==> src/core/ddac_regs.svh <==
`ifndef DDAC_REGS_SVH
`define DDAC_REGS_SVH
`define DDAC_BCAST_ADDR 7'h08
`define DDAC_HS_CODE 5'h01
`define DDAC_STICKY_BIT 6
`define DDAC_OP_MSB 5
`define DDAC_OP_LSB 3
`define DDAC_CH_MSB 2
`define DDAC_CH_LSB 0
`define DDAC_BYTE_BITS 4'h8
`define DDAC_CH_A 3'h0
`define DDAC_CH_B 3'h1
`define DDAC_CH_BOTH 3'h7
`define DDAC_ADDR_HI_RST 5'h0f
`endif

==> src/core/ddac_pkg.sv <==
package ddac_pkg;
  // Command codes of the command byte.
  typedef enum logic [2:0] {
    DDAC_OP_WR_INPUT = 3'b000,
    DDAC_OP_UPDATE = 3'b001,
    DDAC_OP_WR_UPD_ALL = 3'b010,
    DDAC_OP_WR_UPD = 3'b011,
    DDAC_OP_POWER = 3'b100,
    DDAC_OP_RESET = 3'b101,
    DDAC_OP_LOAD_MASK = 3'b110,
    DDAC_OP_REF = 3'b111
  } ddac_op_t;
  // Sensed level of the three-state address pin.
  typedef enum logic [1:0] {
    DDAC_PIN_SUPPLY = 2'b00,
    DDAC_PIN_FLOAT = 2'b01,
    DDAC_PIN_GROUND = 2'b10
  } ddac_pin_t;
  // Serial engine states.
  typedef enum logic [2:0] {
    DDAC_ST_IDLE = 3'b000,
    DDAC_ST_RX = 3'b001,
    DDAC_ST_ACK = 3'b010,
    DDAC_ST_TX = 3'b011,
    DDAC_ST_TXACK = 3'b100,
    DDAC_ST_WAIT = 3'b101
  } ddac_state_t;
  // Which byte of the write is expected next.
  typedef enum logic [1:0] {
    DDAC_PH_ADDR = 2'b00,
    DDAC_PH_CMD = 2'b01,
    DDAC_PH_HI = 2'b10,
    DDAC_PH_LO = 2'b11
  } ddac_phase_t;
  // One decoded block handed to the DAC core.
  typedef struct packed {
    ddac_op_t op;
    logic [1:0] chan_mask;
    logic [15:0] data;
  } ddac_block_t;
endpackage

==> src/core/ddac_slave.sv <==
`timescale 1ns/1ps
`include "ddac_regs.svh"
module ddac_slave #(
  parameter logic [4:0] ADDR_HI = `DDAC_ADDR_HI_RST,
  parameter bit HS_ENABLE = 1'b1
) (
  // Clock and reset.
  input wire logic clk,
  input wire logic reset,
  // Two-wire bus pins.
  input wire logic scl_i,
  input wire logic sda_i,
  output logic sda_o,
  output logic sda_oe_n,
  // Address strap pin.
  input wire ddac_pkg::ddac_pin_t addr_pin,
  // Decoded block stream.
  output logic blk_valid,
  output ddac_pkg::ddac_block_t blk_word,
  input wire logic blk_ready,
  // Status.
  output logic ref_enable,
  output logic hs_active
);
  import ddac_pkg::*;

  // ****************************************************************
  // Functions
  // ****************************************************************

  // Low address bits from the sensed strap level.
  function automatic logic [1:0] pin_bits(input ddac_pin_t p);
    case (p)
      DDAC_PIN_SUPPLY: pin_bits = 2'b00;
      DDAC_PIN_FLOAT: pin_bits = 2'b10;
      DDAC_PIN_GROUND: pin_bits = 2'b11;
      default: pin_bits = 2'b10;
    endcase
  endfunction

  // Channel mask from the channel field; bit 0 is A, bit 1 is B.
  function automatic logic [1:0] chan_decode(input logic [2:0] ch);
    case (ch)
      `DDAC_CH_A: chan_decode = 2'b01;
      `DDAC_CH_B: chan_decode = 2'b10;
      `DDAC_CH_BOTH: chan_decode = 2'b11;
      default: chan_decode = 2'b00;
    endcase
  endfunction

  // ****************************************************************
  // Input synchronisers and edge detection
  // ****************************************************************

  logic scl_m_r, scl_s_r, scl_d_r;
  logic sda_m_r, sda_s_r, sda_d_r;
  ddac_pin_t pin_m_r, pin_s_r;
  logic scl_rise, scl_fall, start_det, stop_det;

  // Two flops per pin, then one delay stage for edges.
  always_ff @(posedge clk)
  begin
    if (reset)
    begin
      scl_m_r <= 1'b1;
      scl_s_r <= 1'b1;
      scl_d_r <= 1'b1;
      sda_m_r <= 1'b1;
      sda_s_r <= 1'b1;
      sda_d_r <= 1'b1;
    end
    else
    begin
      scl_m_r <= scl_i;
      scl_s_r <= scl_m_r;
      scl_d_r <= scl_s_r;
      sda_m_r <= sda_i;
      sda_s_r <= sda_m_r;
      sda_d_r <= sda_s_r;
    end
  end

  // Strap level is sampled continuously through its own synchroniser.
  always_ff @(posedge clk)
  begin
    if (reset)
    begin
      pin_m_r <= DDAC_PIN_FLOAT;
      pin_s_r <= DDAC_PIN_FLOAT;
    end
    else
    begin
      pin_m_r <= addr_pin;
      pin_s_r <= pin_m_r;
    end
  end

  // Start and stop are data edges while the clock stays high.
  assign scl_rise = scl_s_r & ~scl_d_r;
  assign scl_fall = ~scl_s_r & scl_d_r;
  assign start_det = scl_s_r & scl_d_r & sda_d_r & ~sda_s_r;
  assign stop_det = scl_s_r & scl_d_r & ~sda_d_r & sda_s_r;

  // ****************************************************************
  // Serial engine
  // ****************************************************************

  ddac_state_t state_r;
  ddac_phase_t phase_r;
  logic [3:0] bit_cnt_r;
  logic [7:0] rx_sh_r;
  logic [7:0] tx_sh_r;
  logic [23:0] isr_r;
  logic sticky_r, first_cmd_r, reading_r, tx_second_r, master_ack_r, push_pend_r;
  logic [6:0] own_addr;
  logic room, push;
  ddac_block_t new_blk;

  assign own_addr = {ADDR_HI, pin_bits(pin_s_r)};

  // Block pushed at the falling edge that ends its last acknowledge.
  assign push = (state_r == DDAC_ST_ACK) && scl_fall && push_pend_r;
  assign new_blk.op = ddac_op_t'(isr_r[16+`DDAC_OP_MSB:16+`DDAC_OP_LSB]);
  assign new_blk.chan_mask = chan_decode(isr_r[16+`DDAC_CH_MSB:16+`DDAC_CH_LSB]);
  assign new_blk.data = isr_r[15:0];

  // Bit and byte framing, acknowledge and readback.
  always_ff @(posedge clk)
  begin
    if (reset)
    begin
      state_r <= DDAC_ST_IDLE;
      phase_r <= DDAC_PH_ADDR;
      bit_cnt_r <= 4'h0;
      rx_sh_r <= 8'h00;
      tx_sh_r <= 8'h00;
      isr_r <= 24'h000000;
      sticky_r <= 1'b0;
      first_cmd_r <= 1'b0;
      reading_r <= 1'b0;
      tx_second_r <= 1'b0;
      master_ack_r <= 1'b0;
      push_pend_r <= 1'b0;
      sda_oe_n <= 1'b1;
    end
    else if (stop_det)
    begin
      state_r <= DDAC_ST_IDLE;
      push_pend_r <= 1'b0;
      sda_oe_n <= 1'b1;
    end
    else if (start_det)
    begin
      state_r <= DDAC_ST_RX;
      phase_r <= DDAC_PH_ADDR;
      bit_cnt_r <= 4'h0;
      first_cmd_r <= 1'b1;
      sticky_r <= 1'b0;
      push_pend_r <= 1'b0;
      sda_oe_n <= 1'b1;
    end
    else
    begin
      case (state_r)
        DDAC_ST_RX:
        begin
          if (scl_rise && bit_cnt_r != `DDAC_BYTE_BITS)
          begin
            rx_sh_r <= {rx_sh_r[6:0], sda_s_r};
            bit_cnt_r <= bit_cnt_r + 4'h1;
          end
          else if (scl_fall && bit_cnt_r == `DDAC_BYTE_BITS)
          begin
            bit_cnt_r <= 4'h0;
            state_r <= DDAC_ST_ACK;
            sda_oe_n <= 1'b0;
            case (phase_r)
              DDAC_PH_ADDR:
              begin
                reading_r <= rx_sh_r[0];
                if (rx_sh_r[7:1] == own_addr)
                  phase_r <= DDAC_PH_CMD;
                else if (rx_sh_r[7:1] == `DDAC_BCAST_ADDR && !rx_sh_r[0])
                  phase_r <= DDAC_PH_CMD;
                else
                begin
                  state_r <= DDAC_ST_WAIT;
                  sda_oe_n <= 1'b1;
                end
              end
              DDAC_PH_CMD:
              begin
                isr_r[23:16] <= rx_sh_r;
                phase_r <= DDAC_PH_HI;
                if (first_cmd_r)
                  sticky_r <= rx_sh_r[`DDAC_STICKY_BIT];
                first_cmd_r <= 1'b0;
              end
              DDAC_PH_HI:
              begin
                isr_r[15:8] <= rx_sh_r;
                phase_r <= DDAC_PH_LO;
              end
              default:
              begin
                isr_r[7:0] <= rx_sh_r;
                phase_r <= sticky_r ? DDAC_PH_HI : DDAC_PH_CMD;
                push_pend_r <= room;
                if (!room)
                begin
                  state_r <= DDAC_ST_WAIT;
                  sda_oe_n <= 1'b1;
                end
              end
            endcase
          end
        end
        DDAC_ST_ACK:
        begin
          if (scl_fall)
          begin
            push_pend_r <= 1'b0;
            if (reading_r)
            begin
              state_r <= DDAC_ST_TX;
              sda_oe_n <= isr_r[15];
              tx_sh_r <= {isr_r[14:8], 1'b0};
              tx_second_r <= 1'b0;
            end
            else
            begin
              state_r <= DDAC_ST_RX;
              sda_oe_n <= 1'b1;
            end
          end
        end
        DDAC_ST_TX:
        begin
          if (scl_rise)
            bit_cnt_r <= bit_cnt_r + 4'h1;
          else if (scl_fall && bit_cnt_r == `DDAC_BYTE_BITS)
          begin
            bit_cnt_r <= 4'h0;
            sda_oe_n <= 1'b1;
            state_r <= DDAC_ST_TXACK;
          end
          else if (scl_fall)
          begin
            sda_oe_n <= tx_sh_r[7];
            tx_sh_r <= {tx_sh_r[6:0], 1'b0};
          end
        end
        DDAC_ST_TXACK:
        begin
          if (scl_rise)
            master_ack_r <= ~sda_s_r;
          else if (scl_fall)
          begin
            if (master_ack_r && !tx_second_r)
            begin
              state_r <= DDAC_ST_TX;
              tx_second_r <= 1'b1;
              sda_oe_n <= isr_r[7];
              tx_sh_r <= {isr_r[6:0], 1'b0};
            end
            else
              state_r <= DDAC_ST_WAIT;
          end
        end
        default:
          sda_oe_n <= 1'b1;
      endcase
    end
  end

  // The bus is open drain: only a low level is ever driven.
  always_ff @(posedge clk)
  begin
    sda_o <= 1'b0;
  end

  // ****************************************************************
  // High-speed mode tracking
  // ****************************************************************

  // Set by the master code, held through repeated starts, cleared by stop.
  always_ff @(posedge clk)
  begin
    if (reset)
      hs_active <= 1'b0;
    else if (stop_det)
      hs_active <= 1'b0;
    else if (HS_ENABLE && state_r == DDAC_ST_RX && phase_r == DDAC_PH_ADDR && scl_fall
             && bit_cnt_r == `DDAC_BYTE_BITS && rx_sh_r[7:3] == `DDAC_HS_CODE)
      hs_active <= 1'b1;
  end

  // ****************************************************************
  // Reference control
  // ****************************************************************

  // Reference is off from reset and follows the reference command's bit 0.
  always_ff @(posedge clk)
  begin
    if (reset)
      ref_enable <= 1'b0;
    else if (push && new_blk.op == DDAC_OP_REF)
      ref_enable <= new_blk.data[0];
  end

  // ****************************************************************
  // Two-entry output buffer
  // ****************************************************************

  ddac_block_t spare_r;
  logic spare_v_r, pop;

  assign pop = blk_valid & blk_ready;
  // A full buffer makes the last data byte go unacknowledged and the block is dropped.
  assign room = ~spare_v_r;

  // Head register drives the port; the spare catches a block during a stall.
  always_ff @(posedge clk)
  begin
    if (reset)
    begin
      blk_valid <= 1'b0;
      blk_word <= '0;
      spare_r <= '0;
      spare_v_r <= 1'b0;
    end
    else
    begin
      if (pop)
      begin
        if (spare_v_r)
        begin
          blk_word <= spare_r;
          spare_v_r <= 1'b0;
        end
        else
          blk_valid <= 1'b0;
      end
      if (push)
      begin
        if (!blk_valid || (pop && !spare_v_r))
        begin
          blk_word <= new_blk;
          blk_valid <= 1'b1;
        end
        else
        begin
          spare_r <= new_blk;
          spare_v_r <= 1'b1;
        end
      end
    end
  end
endmodule

==> config.mk <==
export PLATFORM = sky130hd
export DESIGN_NAME = ddac_slave
export DESIGN_NICKNAME = d
export VERILOG_FILES = /design/src/core/ddac_pkg.sv /design/src/core/ddac_slave.sv
export VERILOG_INCLUDE_DIRS = /design/src /design/src/core
export SDC_FILE = /design/constraint.sdc
export NUM_CORES = 1
export LEC_CHECK = 0
export ABC_AREA = 0
export CAP_MARGIN = 30
export CORE_MARGIN = 2
export CORE_UTILIZATION = 40
export CTS_CLUSTER_SIZE = 16
export DETAILED_ROUTE_END_ITERATION = 7
export DONT_BUFFER_PORTS = 1
export PLACE_DENSITY = 0.58
export SLEW_MARGIN = 15
export SYNTH_ARGS = -nofsm -noshare
export SYNTH_HDL_FRONTEND = slang
export SYNTH_SLANG_ARGS = --single-unit
==> constraint.sdc <==
create_clock -name clk -period 2.39 [get_ports clk]
set_clock_uncertainty 0.1 [all_clocks]
set_input_delay 0.239 -clock clk [delete_from_list [all_inputs] [get_ports clk]]
set_output_delay 0.239 -clock clk [all_outputs]
set_load 0.03 [all_outputs]
# After elaboration in Yosys (flattened, before gate mapping)
# Index checks and enable logic that the tools add are counted.
dict set report totals {
  reg_bits 110
}
dict set report classes {
  muxes 87
  reduce_logical 51
  n_addsub 1
  eq_ne 37
  n_bitwise 18
}
# cell n
set ops {}
lappend ops {{$mux 21} 4}
lappend ops {{$mux 8} 8}
lappend ops {{$mux 1} 41}
lappend ops {{$mux 3} 11}
lappend ops {{$reduce_and 8->1} 4}
lappend ops {{$reduce_and 6->1} 5}
lappend ops {{$ne 2x2->1 const B} 13}
lappend ops {{$ne 3x3->1 const B} 8}
lappend ops {{$pmux 8 s3} 1}
lappend ops {{$mux 2} 8}
lappend ops {{$mux 4} 4}
lappend ops {{$reduce_and 5->1} 3}
lappend ops {{$logic_and 1x1->1} 12}
lappend ops {{$pmux 2 s3} 2}
lappend ops {{$pmux 3 s4} 1}
lappend ops {{$reduce_bool 2->1} 6}
lappend ops {{$reduce_and 11->1} 1}
lappend ops {{$not 1->1} 10}
lappend ops {{$eq 3x3->1 const B} 3}
lappend ops {{$and 1x1->1} 8}
lappend ops {{$ne 4x4->1 const B} 2}
lappend ops {{$pmux 4 s2} 1}
lappend ops {{$reduce_and 4->1} 2}
lappend ops {{$eq 7x4->1 const B} 1}
lappend ops {{22 further kinds} 35}

# Depth between registers and ports, before layout
dict set report depth {
  depth_word 9
  mapped_depth 8
  depth_no_buf 7
}

# Least setup slack after synthesis
# OpenSTA, ideal clock, no wires.
dict set report synth_timing {
  path_type {register -> register}
  from {register rx_sh_r[1]}
  to {register phase_r[1]}
  period_less_slack_ns 1.776
  required_ns 2.160
  setup_slack_ns 0.614
  path_stages_with_launch 7
  t_arrival_ns 1.546
  cell_sequence {dfxtp_1 > clkbuf_1 > or4_1 > nand3_1 > a21oi_1 > a2111oi_0 > nor3_1}
}
dict set report synth_via {
  elab_chain_cells 7
}
# element line
set synth_lines {}
lappend synth_lines {{start: declaration} ddac_slave.sv:111} ;# logic [7:0] rx_sh_r;
lappend synth_lines {{start signal: assignment} ddac_slave.sv:169} ;# rx_sh_r <= {rx_sh_r[6:0], sda_s_r};
lappend synth_lines {{$eq 7x6->1} ddac_slave.sv:181} ;# if (rx_sh_r[7:1] == own_addr)
lappend synth_lines {{$mux 2} ddac_slave.sv:181}
lappend synth_lines {{$pmux 2 s3} ddac_slave.sv:177} ;# case (phase_r)
lappend synth_lines {{$mux 2} ddac_slave.sv:172} ;# else if (scl_fall && bit_cnt_r == `DDAC_BYTE_BITS)
lappend synth_lines {{$mux 2} ddac_slave.sv:167} ;# if (scl_rise && bit_cnt_r != `DDAC_BYTE_BITS)
lappend synth_lines {{$mux 2} ddac_slave.sv:164} ;# case (state_r)
lappend synth_lines {{$mux 2} ddac_slave.sv:152} ;# else if (start_det)
lappend synth_lines {{end signal: assignment} ddac_slave.sv:207} ;# phase_r <= sticky_r ? DDAC_PH_HI : DDAC_PH_CMD;
lappend synth_lines {{end: declaration} ddac_slave.sv:109} ;# ddac_phase_t phase_r;
# Parallel ways exist; a longest one is shown, timed or not. The select of a mux whose other input is x is not followed.
# A chain may end at the register's enable or synchronous reset.

# Worst setup path in the final report
dict set report layout_timing {
  from {register state_r[0]}
  to {register bit_cnt_r[3]}
}
dict set report layout_via {
  elab_chain_cells 3
}
# element line
set layout_lines {}
lappend layout_lines {{start: declaration} ddac_slave.sv:108} ;# ddac_state_t state_r;
lappend layout_lines {{start signal: assignment} ddac_slave.sv:132} ;# state_r <= DDAC_ST_IDLE;
lappend layout_lines {{start signal: assignment} ddac_slave.sv:148} ;# state_r <= DDAC_ST_IDLE;
lappend layout_lines {{start signal: assignment} ddac_slave.sv:154} ;# state_r <= DDAC_ST_RX;
lappend layout_lines {{$eq 3x2->1 or $eq 3x1->1 (tied branches)} ddac_slave.sv:164}
lappend layout_lines {{$pmux 4 s2 or $reduce_bool 3->1 (tied branches)} n/a}
lappend layout_lines {{$mux 4 or $reduce_and 2->1 (tied branches)} n/a}
lappend layout_lines {{end signal: assignment} ddac_slave.sv:170} ;# bit_cnt_r <= bit_cnt_r + 4'h1;
lappend layout_lines {{end signal: assignment} ddac_slave.sv:240} ;# bit_cnt_r <= bit_cnt_r + 4'h1;
lappend layout_lines {{end: declaration} ddac_slave.sv:110} ;# logic [3:0] bit_cnt_r;
# Parallel ways exist; a longest one is shown, timed or not.

==> metrics.md <==
| Metric | Value |
|---|---|
| Yosys cell types | 59 |
| Hold crit path type | in2reg |
| Largest net degree at the start of global routing | 105 |
| CTS tree | done |
| CTS Root Cell | clkbuf_16 |
| Mapped Cells | 572 |
| Fmax | 473 MHz |
| Minimum clock period after layout | 2120 ps |
| CP delay by family, top | simple AND/OR/NAND/NOR gates |
| Yosys warning count | 0 |
| Post-synth ARST share | 0 |
| Max Transition Viols Final | 0 |
| Die X | 116 microns |
| Post-route ant nets | 0 |
| Syn_area_per_cell | roughly 8.7 sq um |
| WL/cell | ~16 microns |
| Final net count | ~570 |
| R2r worst-path depth | 6 |
| Final HPWL DP | 8.04 mm |
| Drt via density | 5.46 |
| Commonest non-fill, non-tap cell in the layout | dfxtp_1 |
| EDFF count, synth | 0 |
| TritonRoute pass-1 iters | 4 |
| DR WL met3 | 600 microns |
| Top FF cell, synth | dfxtp_1 |
| Vias in the first global route | 3776 |
| Synthesized flop and latch total | 109 |
| Crit-path cells | buf_4, and3b_1, o21ai_0, nor2_1, a41oi_1, a311oi_1 |
| CP max stage delay | roughly 470 ps |
| Std cell rows | 40 |
| Die Y-Extent | 116 microns |
| Most frequent cells in the layout | dfxtp_1, nor2_1, a21oi_1, mux2i_1, nand2_1 |
| Unrepaired setup endpoints after global routing | false |
| P_leak | between 0.002 and 0.0025 uW |
| TritonCTS buffer count | 9 |
| All-Layer GR Usage | 0.188 |
| Area Growth Syn to Fin | 10.2% |
| # DRC | 0 |
| Clock tree buffer depth | 2 |
| Drt initial violations | between 200 and 300 |
| Pwr per Cell Area | 642 mW/mm^2 |
| Fin cells | 732 |
| Mapped Nets | 586 |
| Total gr overflow | 0 |
| # placed instances | 710 |
| Crit Path Class | reg2reg |
| Core ar. | 0.0121 sq mm |
| Layout cell share with drive strength beyond 1 | 0.0851 |
| Number of antenna violations at the first check in global routing | 0 |
| CP Launch Type | flop |
| CP required | 2550 ps |
| DR WL met2 | 5.48 mm |
| Count of max-cap constraint violations | 0 |
| IO buf count | 0 |
| Worst-path maximum fanout | 9 |
| Synth Cell Area | between 0.004 and 0.005 sq mm |
| Initial core utilization | 0.412 |
| Final setup viols | 0 |
| Vias | 4000 |
| Maximum vdd drop | 0.301 mV |
| Kind of end point of the critical path | flop |
| Period utilisation layout | 0.885 |
| IO Pins | 33 |
| Skew-Pair Late Insertion Delay | 350 ps |
| Final Hold Viols | 0 |
| Clock sink count | 109 |
| Hold Path Stages | 2 |
| Slowest CP cell | dfxtp_1 |
| Setup TNS | 0 ps |
| Status | finished, final reports clean |
| Antenna diodes | 0 |
| Critical Path AT | roughly 2300 ps |
| Cell depth of the worst setup path | 6 |
| Routed WL | 11.9 mm |
| First-pass GRT wire length | approximately 20 mm |
| H-tree levels | 3 |
| Worst-path clk slew | 70 ps |
| Max Used Layer | met4 |
| Routability Congestion | 0.936 |
| WL met1 | approximately 5.6 mm |
| Number of buffers and inverters on the critical path | 1 |
| Sequential area share after synthesis | 0.439 |
| Setup Fix Bufs, Post-CTS | 0 |
| Die footprint | 0.0133 sq mm |
cells in the mapped netlist, types with 8 or more instances:
master / instances / area (sq um)
buf_2: 13 / 65.1
nor2_1: 71 / 267
or2_2: 9 / 56.3
clkbuf_1: 22 / 82.6
nand3_1: 31 / 155
nor2b_1: 14 / 87.6
a21oi_1: 52 / 260
a211oi_1: 25 / 188
inv_1: 8 / 30.0
dfxtp_1: 109 / 2180
mux2i_1: 50 / 500
nor3_1: 8 / 40.0
nand2_1: 43 / 161
o21ai_0: 17 / 85.1
kinds of logic after synthesis:
logic type / after synthesis / share of synthesized area
and+or+nand+nor: 213 / 0.210
AOI/OAI and AO/OA: 138 / 0.181
DFF: 109 / 0.439
buffers and inverters: 52 / 0.0488
muxes: 50 / 0.101
adders and majority gates: 7 / 0.0176
xor gates and xnor gates: 2 / 0.00352
other: 1 / 0.000754
cell type report:
class | count | area, sq um
repair buffers | 20 | 195
inverters | 8 | 30.0
multi-input cells | 411 | 2550
clock buffers | 10 | 239
flip-flops and latches | 109 | 2180
clock inverters | 6 | 77.6
fillers | 1199 | 6580
well taps | 168 | 210
power breakdown:
part	leakage, uW	switching, uW	internal [uW]
Clock	0.000154	716	864
Combinational	0.00126	66.1	37.1
Sequential	0.000880	12.8	1820
flip-flops by register name (all words and copies together), names as in the netlist, 2 cells and up:
name,cells
bit_cnt_r,4
pin_s_r,2
blk_word,21
spare_r,21
phase_r,2
state_r,3
pin_m_r,2
isr_r,22
tx_sh_r,7
rx_sh_r,8
metal layers:
metal | track usage | vias up
li1 | - | 2003
met5 | 0 | -
met1 | 0.254 | 1894
met3 | 0.0424 | 17
met2 | 0.295 | 86
met4 | 0.0667 | 0
metrics by stage:
step,instance area (sq um),utilization,hold slack (ps),setup slack [ps],total power [uW]
floorplan,4970,-,243,614,1950
global placement,5090,0.422,224,381,1940
detailed placement,5090,0.422,226,332,1940
CTS,5480,0.455,11.3,307,3560
global route,5480,0.455,2.00,157,3660
finish,5480,0.455,22.1,274,3520
path summary, 6_finish.rpt:
| path | startpoint | endpoint | slack (ps) |
|---|---|---|---|
| min reg2reg | sda_m_r | sda_s_r | 310 |
| min | blk_ready | spare_v_r | 20 |
| max reg2reg | state_r[0] | bit_cnt_r[3] | 270 |
| max | state_r[0] | bit_cnt_r[3] | 270 |
worst register-to-register path, delay by kind of cell (launching register included):
family | cells | cell delay [ps]
AOI/OAI and AO/OA | 3 | 590
buffers and inverters | 1 | 200
DFF | 1 | 470
and+or+nand+nor | 2 | 660
timing repair:
item,in CTS,in global routing
hold endpoints to repair,104,0
hold buffers,6,0
gates resized for setup,0,0
(Power assumes the default switching activity.)
